File: src/shared/scg_consts.svh
`ifndef SCG_CONSTS_SVH
`define SCG_CONSTS_SVH

// ==========================================================
// Register offsets (byte addresses)
`define SCG_OFF_ALT     8'h00
`define SCG_OFF_DOUT    8'h04
`define SCG_OFF_DOE     8'h08
`define SCG_OFF_GPIN    8'h0c
`define SCG_OFF_DSR     8'h10
`define SCG_OFF_STRAP   8'h14
`define SCG_OFF_XINT    8'h18

// ==========================================================
// Field layout and reset values
`define SCG_ALT_MASK    14'h27ff
`define SCG_ALT_RSTOUT  14'h0007
`define SCG_DSR_RST     3'h7
`define SCG_STRAP_REF   0
`define SCG_STRAP_SLOW  1
`define SCG_STRAP_CLK   2
`define SCG_STRAP_MRG   4
`define SCG_CAP_WAIT    2'h2
`define SCG_RESP_OKAY   2'h0
`define SCG_RESP_SLVERR 2'h2

// ==========================================================
// Timing
`define SCG_CLK_KHZ     250000
`define SCG_SMB_SLOW_KHZ 100
`define SCG_SMB_FAST_KHZ 400
`define SCG_SMB_SLOW_CYC (`SCG_CLK_KHZ / `SCG_SMB_SLOW_KHZ)
`define SCG_SMB_FAST_CYC (`SCG_CLK_KHZ / `SCG_SMB_FAST_KHZ)

`endif

File: src/shared/scg_pkg.sv
package scg_pkg;

  // Link width of one port after the merge straps are applied.
  typedef enum logic [1:0] {
    SCG_W_OFF,
    SCG_W_X4,
    SCG_W_X8
  } scg_width_t;

  // Whole state of the strap and pin mux block.
  typedef struct packed {
    logic [13:0]               gs1;
    logic [13:0]               gs2;
    logic [6:0]                ss1;
    logic [6:0]                ss2;
    logic [1:0]                cap_cnt;
    logic                      cap_done;
    logic [6:0]                strap;
    logic [13:0]               alt;
    logic [13:0]               dout;
    logic [13:0]               doe;
    logic [2:0]                dsr;
    logic [13:0]               pin_o;
    logic [13:0]               pin_oe;
    logic [8:0]                xint;
    logic [11:0]               div;
    logic                      tick;
    scg_width_t [5:0]          width;
    logic                      aw_have;
    logic                      w_have;
    logic [7:0]                awaddr;
    logic [31:0]               wdata;
    logic [3:0]                wstrb;
    logic                      awready;
    logic                      wready;
    logic                      bvalid;
    logic [1:0]                bresp;
    logic                      arready;
    logic                      rvalid;
    logic [1:0]                rresp;
    logic [31:0]               rdata;
  } scg_state_t;

endpackage : scg_pkg

File: src/rtl/scg_strap_gpio.sv
// Contract
// Pins 18 to 31 work as plain two-way GPIO when not in alternate use.
// In alternate use pins 18, 19, 20 drive low-active resets of ports 13-15.
// In alternate use pins 21 to 28 take expander interrupts 0 to 7.
// Pin 31 may take expander interrupt 10; pins 29, 30 are GPIO only.
// Refclk select 0 means 100 MHz and 1 means 125 MHz.
// Slow strap set gives 100 kHz master SMBus, else 400 kHz, fixed.
// Merge straps are low active, so an open strap means merged.
// Pair 0/1 strap low merges into one x8, port 1 lanes become 4-7.
// A pair whose merge strap is high runs as two x4 ports.
// Pair 2/3 strap low merges into one x8, port 3 lanes become 4-7.
// Pair 4/5 strap low merges into one x8, port 5 lanes become 4-7.
// A two-bit strap selects the port clocking mode.
// Straps are held through reset, captured after it, kept until next.
//
// Local design decisions: the register offsets and register access over AXI4-Lite.
`include "scg_consts.svh"
`timescale 1ns/1ps
`default_nettype none

module scg_strap_gpio #(
  parameter int unsigned SMB_SLOW_CYC = `SCG_SMB_SLOW_CYC,
  parameter int unsigned SMB_FAST_CYC = `SCG_SMB_FAST_CYC
) (
  input  wire logic                aclk,       // System clock.
  input  wire logic                aresetn,    // Sync reset, low.
  input  wire logic [7:0]          awaddr,     // Write address.
  input  wire logic                awvalid,    // Write addr valid.
  output logic                     awready,    // Write addr ready.
  input  wire logic [31:0]         wdata,      // Write data.
  input  wire logic [3:0]          wstrb,      // Byte enables.
  input  wire logic                wvalid,     // Write data valid.
  output logic                     wready,     // Write data ready.
  output logic [1:0]               bresp,      // Write response.
  output logic                     bvalid,     // Response valid.
  input  wire logic                bready,     // Response ready.
  input  wire logic [7:0]          araddr,     // Read address.
  input  wire logic                arvalid,    // Read addr valid.
  output logic                     arready,    // Read addr ready.
  output logic [31:0]              rdata,      // Read data.
  output logic [1:0]               rresp,      // Read response.
  output logic                     rvalid,     // Read valid.
  input  wire logic                rready,     // Read ready.
  input  wire logic [31:18]        gpio_i,     // Pin levels in.
  output logic [31:18]             gpio_o,     // Pin drive levels.
  output logic [31:18]             gpio_oe,    // Pin drive enables.
  input  wire logic                refclk_frequency_select, // Strap.
  input  wire logic                master_smbus_slow_select, // Strap.
  input  wire logic [1:0]          port_clocking_select, // Strap.
  input  wire logic                pair01_merge_strap_n, // Strap.
  input  wire logic                pair23_merge_strap_n, // Strap.
  input  wire logic                pair45_merge_strap_n, // Strap.
  output logic [7:0]               expander_interrupt_in, // High = int.
  output logic                     expander_interrupt_in_high, // Int 10.
  output logic                     strap_valid, // Straps captured.
  output logic                     refclk_is_125, // Refclk is 125 MHz.
  output logic                     master_smbus_slow, // 100 kHz mode.
  output logic                     master_smbus_tick, // Bit-rate enable.
  output logic [1:0]               port_clock_mode, // Clocking mode.
  output scg_pkg::scg_width_t [5:0] port_width  // Width per port.
);

  // ========================================================
  // Parameter checks
  if (SMB_FAST_CYC < 2 || SMB_SLOW_CYC > 4096 ||
      SMB_FAST_CYC > SMB_SLOW_CYC)
  begin : g_bad_cyc
    $error("scg_strap_gpio: SMBus periods out of range.");
  end

  localparam logic [11:0] SLOW_LD = 12'(SMB_SLOW_CYC - 1);
  localparam logic [11:0] FAST_LD = 12'(SMB_FAST_CYC - 1);

  scg_pkg::scg_state_t q;
  scg_pkg::scg_state_t next_q;

  // ========================================================
  // Register read mux
  function automatic logic [32:0] rd_reg(
    input scg_pkg::scg_state_t s,
    input logic [7:0]          a
  );
    logic [32:0] r;
    r = 33'h0;
    case (a)
      `SCG_OFF_ALT:   r = {1'b1, 18'h0, s.alt};
      `SCG_OFF_DOUT:  r = {1'b1, 18'h0, s.dout};
      `SCG_OFF_DOE:   r = {1'b1, 18'h0, s.doe};
      `SCG_OFF_GPIN:  r = {1'b1, 18'h0, s.gs2};
      `SCG_OFF_DSR:   r = {1'b1, 29'h0, s.dsr};
      `SCG_OFF_STRAP: r = {1'b1, 24'h0, s.cap_done, s.strap};
      `SCG_OFF_XINT:  r = {1'b1, 23'h0, s.xint};
      default:        r = 33'h0;
    endcase
    return r;
  endfunction : rd_reg

  // ========================================================
  // Next-state logic
  always_comb
  begin
    logic [32:0] rv;
    logic [31:0] m;
    logic [31:0] v;
    logic        merged;
    rv = 33'h0;
    m = 32'h0;
    v = 32'h0;
    merged = 1'b0;
    next_q = q;

    // Two-flop synchronisers for pins and straps.
    next_q.gs1 = gpio_i;
    next_q.gs2 = q.gs1;
    next_q.ss1 = {pair45_merge_strap_n, pair23_merge_strap_n,
                  pair01_merge_strap_n, port_clocking_select,
                  master_smbus_slow_select, refclk_frequency_select};
    next_q.ss2 = q.ss1;

    // strap capture
    // Capture once the synchronisers hold post-reset levels.
    if (!q.cap_done)
    begin
      if (q.cap_cnt == `SCG_CAP_WAIT)
      begin
        next_q.strap = q.ss2;
        next_q.cap_done = 1'b1;
      end
      else
        next_q.cap_cnt = q.cap_cnt + 2'h1;
    end

    // plain GPIO
    // Pins not in alternate use follow the data and enable registers.
    next_q.pin_oe = (q.doe & ~q.alt) | (q.alt & `SCG_ALT_RSTOUT);
    // reset outputs
    // Reset outputs drive low while their reset bit is set.
    next_q.pin_o = (q.dout & ~q.alt) | ({11'h0, ~q.dsr} & q.alt);

    // expander interrupts
    // Low pin levels are reported as high interrupt flags.
    next_q.xint[7:0] = ~q.gs2[10:3] & q.alt[10:3];
    // interrupt ten
    next_q.xint[8] = ~q.gs2[13] & q.alt[13];

    // SMBus rate
    // Divider gives one tick per SMBus period, set only by the strap.
    if (!q.cap_done)
    begin
      next_q.div = 12'h0;
      next_q.tick = 1'b0;
    end
    else if (q.div == 12'h0)
    begin
      next_q.div = q.strap[`SCG_STRAP_SLOW] ? SLOW_LD : FAST_LD;
      next_q.tick = 1'b1;
    end
    else
    begin
      next_q.div = q.div - 12'h1;
      next_q.tick = 1'b0;
    end

    // merge decode
    // Merged even port takes the odd port's lanes as lanes 4-7.
    for (int p = 0; p < 3; p++)
    begin
      merged = ~q.strap[`SCG_STRAP_MRG + p];
      if (!q.cap_done)
      begin
        next_q.width[2*p] = scg_pkg::SCG_W_OFF;
        next_q.width[2*p+1] = scg_pkg::SCG_W_OFF;
      end
      else if (merged)
      begin
        next_q.width[2*p] = scg_pkg::SCG_W_X8;
        next_q.width[2*p+1] = scg_pkg::SCG_W_OFF;
      end
      else
      begin
        next_q.width[2*p] = scg_pkg::SCG_W_X4;
        next_q.width[2*p+1] = scg_pkg::SCG_W_X4;
      end
    end

    // AXI write channels are taken independently.
    if (awvalid && q.awready)
    begin
      next_q.aw_have = 1'b1;
      next_q.awaddr = awaddr;
    end
    if (wvalid && q.wready)
    begin
      next_q.w_have = 1'b1;
      next_q.wdata = wdata;
      next_q.wstrb = wstrb;
    end
    if (q.bvalid && bready)
      next_q.bvalid = 1'b0;

    // Perform the write once address and data are both held.
    if (q.aw_have && q.w_have && !q.bvalid)
    begin
      rv = rd_reg(q, q.awaddr);
      m = {{8{q.wstrb[3]}}, {8{q.wstrb[2]}},
           {8{q.wstrb[1]}}, {8{q.wstrb[0]}}};
      v = (rv[31:0] & ~m) | (q.wdata & m);
      next_q.aw_have = 1'b0;
      next_q.w_have = 1'b0;
      next_q.bvalid = 1'b1;
      next_q.bresp = rv[32] ? `SCG_RESP_OKAY : `SCG_RESP_SLVERR;
      case (q.awaddr)
        // no alternate
        // Pins 29 and 30 cannot be put in alternate use.
        `SCG_OFF_ALT:  next_q.alt = v[13:0] & `SCG_ALT_MASK;
        `SCG_OFF_DOUT: next_q.dout = v[13:0];
        `SCG_OFF_DOE:  next_q.doe = v[13:0];
        `SCG_OFF_DSR:  next_q.dsr = v[2:0];
        default:       next_q.dsr = q.dsr;
      endcase
    end
    next_q.awready = !next_q.aw_have && !next_q.bvalid;
    next_q.wready = !next_q.w_have && !next_q.bvalid;

    // AXI read answers one cycle after the address is taken.
    if (q.rvalid && rready)
      next_q.rvalid = 1'b0;
    if (arvalid && q.arready)
    begin
      rv = rd_reg(q, araddr);
      next_q.rvalid = 1'b1;
      next_q.rdata = rv[31:0];
      next_q.rresp = rv[32] ? `SCG_RESP_OKAY : `SCG_RESP_SLVERR;
    end
    next_q.arready = !next_q.rvalid;

    // Synchronous reset values.
    if (!aresetn)
    begin
      next_q = '0;
      next_q.dsr = `SCG_DSR_RST;
    end
  end

  // ========================================================
  // State register
  always_ff @(posedge aclk)
  begin
    q <= next_q;
  end

  // Outputs straight from state flops.
  assign awready = q.awready;
  assign wready = q.wready;
  assign bvalid = q.bvalid;
  assign bresp = q.bresp;
  assign arready = q.arready;
  assign rvalid = q.rvalid;
  assign rdata = q.rdata;
  assign rresp = q.rresp;
  assign gpio_o = q.pin_o;
  assign gpio_oe = q.pin_oe;
  assign expander_interrupt_in = q.xint[7:0];
  assign expander_interrupt_in_high = q.xint[8];
  assign strap_valid = q.cap_done;
  // refclk select
  assign refclk_is_125 = q.strap[`SCG_STRAP_REF];
  assign master_smbus_slow = q.strap[`SCG_STRAP_SLOW];
  assign master_smbus_tick = q.tick;
  // clocking mode
  assign port_clock_mode = q.strap[`SCG_STRAP_CLK +: 2];
  assign port_width = q.width;

  logic [11:0] gap;
  always_ff @(posedge aclk)
  begin
    gap <= (!aresetn || master_smbus_tick) ? 12'h0 : gap + 12'h1;
  end
endmodule : scg_strap_gpio

`default_nettype wire

File: config.mk
export PLATFORM = sky130hd
export DESIGN_NAME = scg_strap_gpio
export DESIGN_NICKNAME = d
export VERILOG_FILES = /design/src/shared/scg_pkg.sv /design/src/rtl/scg_strap_gpio.sv
export VERILOG_INCLUDE_DIRS = /design/src /design/src/shared
export SDC_FILE = /design/constraint.sdc
export NUM_CORES = 1
export LEC_CHECK = 0
export BUFFER_PORTS_ARGS = -buffer_cell sky130_fd_sc_hd__buf_2
export CORE_ASPECT_RATIO = 0.8
export CORE_MARGIN = 2
export CORE_UTILIZATION = 56
export DETAILED_ROUTE_END_ITERATION = 7
export PLACE_DENSITY = 0.88
export SLEW_MARGIN = 20
export SYNTH_ARGS = -nofsm -noshare
export SYNTH_HDL_FRONTEND = slang
export SYNTH_SLANG_ARGS = --single-unit
export TNS_END_PERCENT = 30
File: constraint.sdc
create_clock -name aclk -period 3.95 [get_ports aclk]
set_input_delay 1.185 -clock aclk [delete_from_list [all_inputs] [get_ports aclk]]
set_output_delay 1.185 -clock aclk [all_outputs]
set_load 0.01 [all_outputs]
* Yosys cells after proc, flatten, opt, wreduce, memory -nomap -nowiden
Cells that the tools add are included.
** Storage, ports and cells
- Register bits :: 224
- Word-level logic and storage cells :: 111
** Cells by class
- Mux-type cells :: 20
- Bitwise logic cells :: 17
- Equal/unequal tests :: 13
- Add/sub/neg operators :: 2
- Reduce and logical (&&, ||, !) cells :: 24
** Operator list (count)
- case mux 33 bit (7 select lines) :: 2
- 2-to-1 mux 33 bit :: 2
- bitwise AND 14 bit :: 4
- equality test 8 x 5 -> 1 bit, second input constant :: 6
- 2-to-1 mux 35 bit :: 1
- equality test 8 x 4 -> 1 bit, second input constant :: 4
- NOT 14 bit :: 2
- OR 14 bit :: 2
- equality test 8 x 3 -> 1 bit, second input constant :: 2
- zero test 8 bit :: 2
- 2-to-1 mux 8 bit :: 2
- bitwise AND 3 x 14 -> 14 bit :: 1
- OR 14 x 3 -> 14 bit :: 1
- AND reduction 2 bit :: 7
- 2-to-1 mux 13 bit :: 1
- zero test 12 bit :: 1
- 2-to-1 mux 12 bit :: 1
- 2-to-1 mux 3 bit :: 4
- subtractor 12 x 1 -> 12 bit, second input constant :: 1
- logical AND 1 bit :: 9
- bitwise AND 8 bit :: 1
- NOT 8 bit :: 1
- 2-to-1 mux 2 bit :: 3
- zero test 1 bit :: 5
- other kinds (6) :: 11

* Longest topological paths before layout
Gate-level depths: netlist of the first run.
- Depth after elaboration :: 7
- Mapped depth :: 7
- Gate-level depth less buffers :: 6

* Worst setup path before layout of the first run
Ideal clock, no wire load.
- Kind :: input to register
- Start point :: input araddr[2]
- End point :: register q, in the netlist rdata[13]
- Library setup time :: 117 ps
- Setup slack :: 1324 ps
- Data arrival time :: 2509 ps
- Buffers on the path :: 3
- Stages on the path :: 5
- Cell sequence :: clkbuf_1 -> buf_2 -> clkbuf_1 -> mux4_2 -> a32o_1
** On the way
- Cells in the longest elaborated chain, start to end :: 3
** RTL lines
- start: declaration :: RTL line scg_strap_gpio.sv:37 : input wire logic [7:0] araddr,
- equality test 8 x 5 -> 1 bit (tied with other cells) :: RTL line scg_strap_gpio.sv:85 : case (a)
- case mux 33 bit (7 select lines) * :: RTL line scg_strap_gpio.sv:85
- 2-to-1 mux 33 bit * :: RTL line scg_strap_gpio.sv:228 : if (arvalid && q.arready)
- end signal: assignment :: RTL line scg_strap_gpio.sv:249 : q <= next_q;
- end: declaration :: RTL line scg_strap_gpio.sv:74 : scg_pkg::scg_state_t q;
Mark *: on every way between the ends. The rest lies on a longest branch, timed or not. The select of a mux whose other input is x is not followed.
A chain may end at the register's enable or synchronous reset.

* Worst setup path in the final report of the first run
- Start point :: register q[79] in the netlist's numbering
- End point :: register q[169] in the netlist's numbering
** On the way
- Cells in the longest elaborated chain, start to end :: 5
** RTL lines
- equality test 8 x 5 -> 1 bit (tied with other cells) :: RTL line scg_strap_gpio.sv:85
- case mux 33 bit (7 select lines) :: RTL line scg_strap_gpio.sv:85
- 2-to-1 mux 33 bit :: RTL line scg_strap_gpio.sv:202 : if (q.aw_have && q.w_have && !q.bvalid)
- bitwise AND 14 bit :: RTL line scg_strap_gpio.sv:207 : v = (rv[31:0] & ~m) | (q.wdata & m);
- OR 14 bit :: RTL line scg_strap_gpio.sv:207
Parallel ways exist; a longest one is shown, timed or not. The select of a mux whose other input is x is not followed.

==> results of run 1 <==
-- power groups by stage --
stage	registers [mW]	logic (mW)	clock network (mW)
2_1_floorplan	2.17	0.502	0
3_3_place_gp	2.20	0.590	0
3_5_place_dp	2.20	0.609	0
4_1_cts	2.16	0.620	1.73
5_1_grt	2.17	0.696	1.82
6_report	2.16	0.626	1.73
-- through the flow --
stage	setup slack, ps	total power [mW]	cell area (um2)
after global placement	1030	2.79	8900
after floorplan	1320	2.67	8800
after detailed placement	1000	2.81	8900
after CTS	1210	4.51	9480
after global routing	932	4.69	9480
final	1120	4.52	9480
-- layer usage --
metal  GRT usage (%)  part of all wire [%]
met1            35.5                    43
met2            40.1                    45
met3            8.06                    10
met4            9.67                   2.4
met5               0                     0
-- how the worst min path moves through the flow --
stage / start / slack [ps] / to
floorplan: q[224] / 400 / expander_interrupt_in[3]
global placement: q[244] / 420 / q[230]
detailed placement: q[234] / 420 / q[220]
CTS: q[237] / 440 / q[223]
global route: q[213] / 450 / q[206]
finish: q[242] / 430 / q[228]
-- layout by cell type (no fill, tap or decap), types with 6 or more instances in the layout --
cell type | Yosys | routed
dfxtp_1 | 198 | 198
buf_2 | 12 | 132
nand2_1 | 92 | 92
nor2_1 | 68 | 68
a21oi_1 | 60 | 60
and2_1 | 50 | 50
mux2i_1 | 33 | 33
o21ai_0 | 30 | 30
nor3b_1 | 27 | 27
conb_1 | 1 | 23
a211oi_1 | 20 | 20
mux2_2 | 17 | 17
clkbuf_16 | 0 | 17
nand3_1 | 14 | 14
a31oi_1 | 13 | 13
nor3_1 | 13 | 13
inv_1 | 12 | 12
a22oi_1 | 12 | 12
and3_1 | 11 | 11
buf_4 | 89 | 9
o211ai_1 | 8 | 8
a22o_1 | 8 | 8
nand2b_1 | 6 | 6
and3b_1 | 6 | 6
xnor2_1 | 6 | 6
-- cell type report --
class / count / area, um2
clock buffers: 20 / 437
clock inverters: 12 / 144
fillers: 1288 / 5640
inverters: 13 / 48.8
multi-input cells: 604 / 3890
flip-flops and latches: 198 / 3960
well taps: 210 / 263
repair buffers: 141 / 728
-- registers in the layout, summed over array words and instances (netlist names), 2 cells and up --
signal,count
gpio_oe,14
gpio_o,14
port_clock_mode,2
q,128
port_width,6
rdata,14
expander_interrupt_in,8
-- logic make-up (layout without fill, tap and decap cells) --
group / Yosys count / count (layout) / share of synthesized area, %
flip-flops: 198 / 198 / 45.5
AO/OA/AOI/OAI: 188 / 188 / 14.2
adder cells (fa/ha/maj): 3 / 3 / 0.431
multiplexers: 55 / 55 / 7.28
AND/OR/NAND/NOR: 326 / 326 / 20.9
XOR/XNOR: 9 / 9 / 0.904
other: 1 / 23 / 0.0430
buffers and inverters: 152 / 186 / 10.8
==> impl_results.md, run 1 <==
- Critical-path cell list: or4b_4 > nor4_4 > nand2_1 > o211a_1
- Grt ovf: 0
- Layout cells sized above 1: 22.1%
- Post-route setup TNS: 0 ps
- Die width: 143 um
- # DRC: 0
- GPL Wtd Cong: ~0.9
- CP endpoint: q[169]
- Worst path slowest cell: dfxtp_1
- IO buf count: around 130
- Initial antenna violation count: 0
- Starting Density: 57.7%
- Synth Area per Inst: roughly 9.4 um2
- Post_cts resized: 0
- CP Depth: 4
- DR pass1 iterations: 5
- Worst-Margin Slew: 1080 ps
- Fmax: 353 MHz
- Clock Skew: 8.96 ps
- Final min period: about 2800 ps
- Crit. End Element: flip-flop
- First-pass GRT wire length: 33.4 mm
- Max-cap violations: 0
- Tcrit/Tclk final: ~72%
- Crit path from: q[79]
- Number of flops mapped to enable cells by yosys: 0
- Headroom to the max-slew limit: between 20% and 30%
- Seq pwr share: 47.8%
- CTS clk-pin slew, worst paths: 70 ps
- Detail Placement HPWL: ~15 mm
- # setup viols final: 0
- Layout net count: 1058
- Core area: 15100 um2
- Largest net degree at the start of global routing: 60
- Fin cells: 1198
- Slew Viols, Final: 0
- Switching share of power: between 20% and 30%
- Comb pwr share: 13.9%
- Arrival time worst endpoint: 3160 ps
- Switch Pwr: 1.25 mW
- H-tree levels: 4
- Root buffer cell: clkbuf_16
- RR Endpoint: q[169]
- Vias: 6942
- Mapped Area: 8720 um2
- Hold Path Stages: 1
- CP Data Required Time: 4280 ps
- Clock Power Share: 38.3%
- Sinks on Clock Net: a little under 200
- Synth cell types: 71
- Clock Tree Buf Depth: 2
- Worst r2r src: q[79]
- Final hold slack: 434 ps
- Routed WL: between 20 and 25 mm
- Critical path type: flip-flop to flip-flop
- Unrepaired setup endpoints after global routing: no
- Largest area contributor in the netlist: dfxtp_1
- Largest cells by area after synthesis: dfxtp_1, buf_4, nand2_1
- Yosys reg bits: between 150 and 200
- Vias in the first global route: 6395
- Outcome: completed
- Async set-reset flop share out of synthesis: 0%
- Leakage: 3.88 nW
- GRT Resource Usage Total: 26.3%
- Worst-Skew Late Latency: about 440 ps
- Initial drt markers: 627
- Hold Buf Count CTS: 0
- Buffer count from post-CTS setup fixing: 0
- CTS tree: done
- HP Class: flip-flop to flip-flop
- Yosys Warn Count: 0
- R2r setup slk: 1120 ps
- Worst stage delay on the critical path: 1000 ps
- Max FO, Critical Path: 24
- Area Overhead vs Synth: 8.73%
- N_diodes: 0
- Peak supply drop: 0.400 mV
- Die extent in y: ~120 um
- Synth top cells by count: dfxtp_1, nand2_1, buf_4
- IO Count: approximately 180
- Num CTS Buffers: 17
- Avg Vias per Cell: approximately 5.8
- Fin. Hold Viols: 0
- FP Rows: 40
- Post-Route Utilization: 62.7%
- Yosys top cell area share: 45.5%
- Post-synth top flop: dfxtp_1
- Reg2reg path depth: 4
- Internal power: 3.27 mW
- Drt wl/cell: around 18 um
- Placed cell count: 1166
- Top-count cell post-synth: dfxtp_1
- Family with the most delay on the worst path: simple AND/OR/NAND/NOR gates
- Power Density: 477 nW/um2
- Synth Instances: 932
- Antenna viol nets, final: 0
- WP buf/inv: 0
- CP Launch Type: flip-flop
- Post-synthesis sequential area ratio: 45.5%
- Die footprint: 16600 um2
No activity file was read; power rests on OpenSTA's default activity.
==> run 2: changes to the inputs <==
CORE_UTILIZATION = 50   (was 56)
PLACE_DENSITY = 0.84   (was 0.88)
clock period = 2.4 ns   (was 3.95 ns; I/O delays follow)
==> impl_results.md, run 2 (synthesized netlist as in run 1, its figures left out) <==
- Unrepaired setup endpoints after global routing: no
- Clock Tree Buf Depth: 2
- Pre-CTS setup slack: 74.6 ps
- Die footprint: approximately 19000 um2
- First-pass GRT wire length: roughly 35 mm
- Tcrit/Tclk final: between 90% and 100%
- Headroom to the max-slew limit: 60.3%
- Fmax: between 400 and 500 MHz
- Largest net degree at the start of global routing: 58
- Vias in the first global route: ~6500
- CP Launch Type: flip-flop
- Layout cells sized above 1: 24.9%
- Dpl cell area: 9210 um2
- Vias: 7031
- Max FO, Critical Path: 16
- Crit. End Element: flip-flop
- Fin cells: approximately 1200
- Hold Buf Count CTS: 0
- GPL Wtd Cong: 0.928
- Fin. Hold Viols: 0
- Worst-Margin Slew: 596 ps
- Starting Density: 50.6%
- Die extent in y: 122 um
- Core area: 17200 um2
- Most frequent cells in the layout: dfxtp_1, buf_2, nand2_1
- Routed WL: 22.9 mm
- Critical path type: flip-flop to flip-flop
- Busiest grt layer: met2
- IO Count: 176
- Drt wl/cell: approximately 18 um
- DR pass1 iterations: 6
- N_diodes: 0
- Post-route setup TNS: 0 ps
- Sinks on Clock Net: between 150 and 200
- Fill cell count: 1477
- Grt met3 use: a little under 7%
- HP Class: flip-flop to flip-flop
- Area of the multi-input gates: 3890 um2
- Grt met1 use: roughly a third
- Leakage: between 4 and 5 nW
- Largest reg by FF count: q
- Final min period: between 2000 and 2500 ps
- FP Rows: 43
- R2r setup slk: ~220 ps
- Num CTS Buffers: 17
- Layout net count: 1092
- Arrival time worst endpoint: about 2600 ps
- Clock Skew: 10.4 ps
- CTS clk-pin slew, worst paths: 70 ps
- Avg Vias per Cell: approximately 5.6
- CTS tree: done
- Post-Layout Inst Area: 9800 um2
- Die width: 152 um
- Grt ovf: 0
- Slew Viols, Final: 0
- CP Data Required Time: 2790 ps
- Worst-Skew Late Latency: 450 ps
- Area Overhead vs Synth: 12.4%
- Fin worst setup slack: 218 ps
- # setup viols final: 0
- Max-cap violations: 0
- Placed cell count: 1215
- Post_cts resized: 0
- Root buffer cell: clkbuf_16
- Initial antenna violation count: 0
- # DRC: 0
- Outcome: completed
- Max reg flops: 128
- Commonest non-fill, non-tap cell in the layout: dfxtp_1
- GRT Resource Usage Total: 25.2%
- IO buf count: 132
- Power Density: 770 nW/um2
- Detail Placement HPWL: approximately 17 mm
- Antenna viol nets, final: 0
- Peak supply drop: a little under 0.5 mV
- Met2 GRT Util: about two fifths
- Initial drt markers: about 740
- Buffer count from post-CTS setup fixing: 0
- Final hold slack: 434 ps
- Sequential standard cell area: 3960 um2
- H-tree levels: 4
-- run 2: per-stage QoR --
step / util [%] / power (mW)
floorplan: - / 4.40
global placement: 53.5 / 4.65
detailed placement: 53.5 / 4.68
CTS: 56.9 / 7.56
global route: 56.9 / 7.81
finish: 56.9 / 7.54
-- run 2: routing by layer --
metal  share of wire (%)  vias to the layer above
met5                   0                        -
met2                  45                      389
li1                    -                     3306
met4                 2.0                        0
met1                  43                     3296
met3                  10                       40
-- run 2: report_power, final --
group          internal (mW)  switching, mW  total [mW]
Sequential              3.42          0.131        3.55
Clock                   1.56           1.34        2.90
Combinational          0.448          0.648        1.10
-- run 2: worst paths after layout --
path	cells after the start	endpoint	start
worst min-delay path	1	q[227]	q[241]
worst min register to register	1	q[227]	q[241]
worst max-delay path	6	q[155]	q[80]
worst max register to register	6	q[155]	q[80]
-- run 2: final cells by class --
class | instances | share of cell area, %
multi-input combinational | 604 | 39.7
clock buffer | 17 | 4.34
clock inverter | 14 | 1.71
tap | 225 | 2.87
inverter | 13 | 0.498
timing repair buffer | 175 | 10.4
sequential | 198 | 40.4
-- run 2: critical path: stages, from the launching register on --
cell,delay [ps]
dfxtp_1,600
nor4b_2,580
nor4b_4,300
buf_4,280
nor2_1,60
a31oi_1,140
o211a_1,160
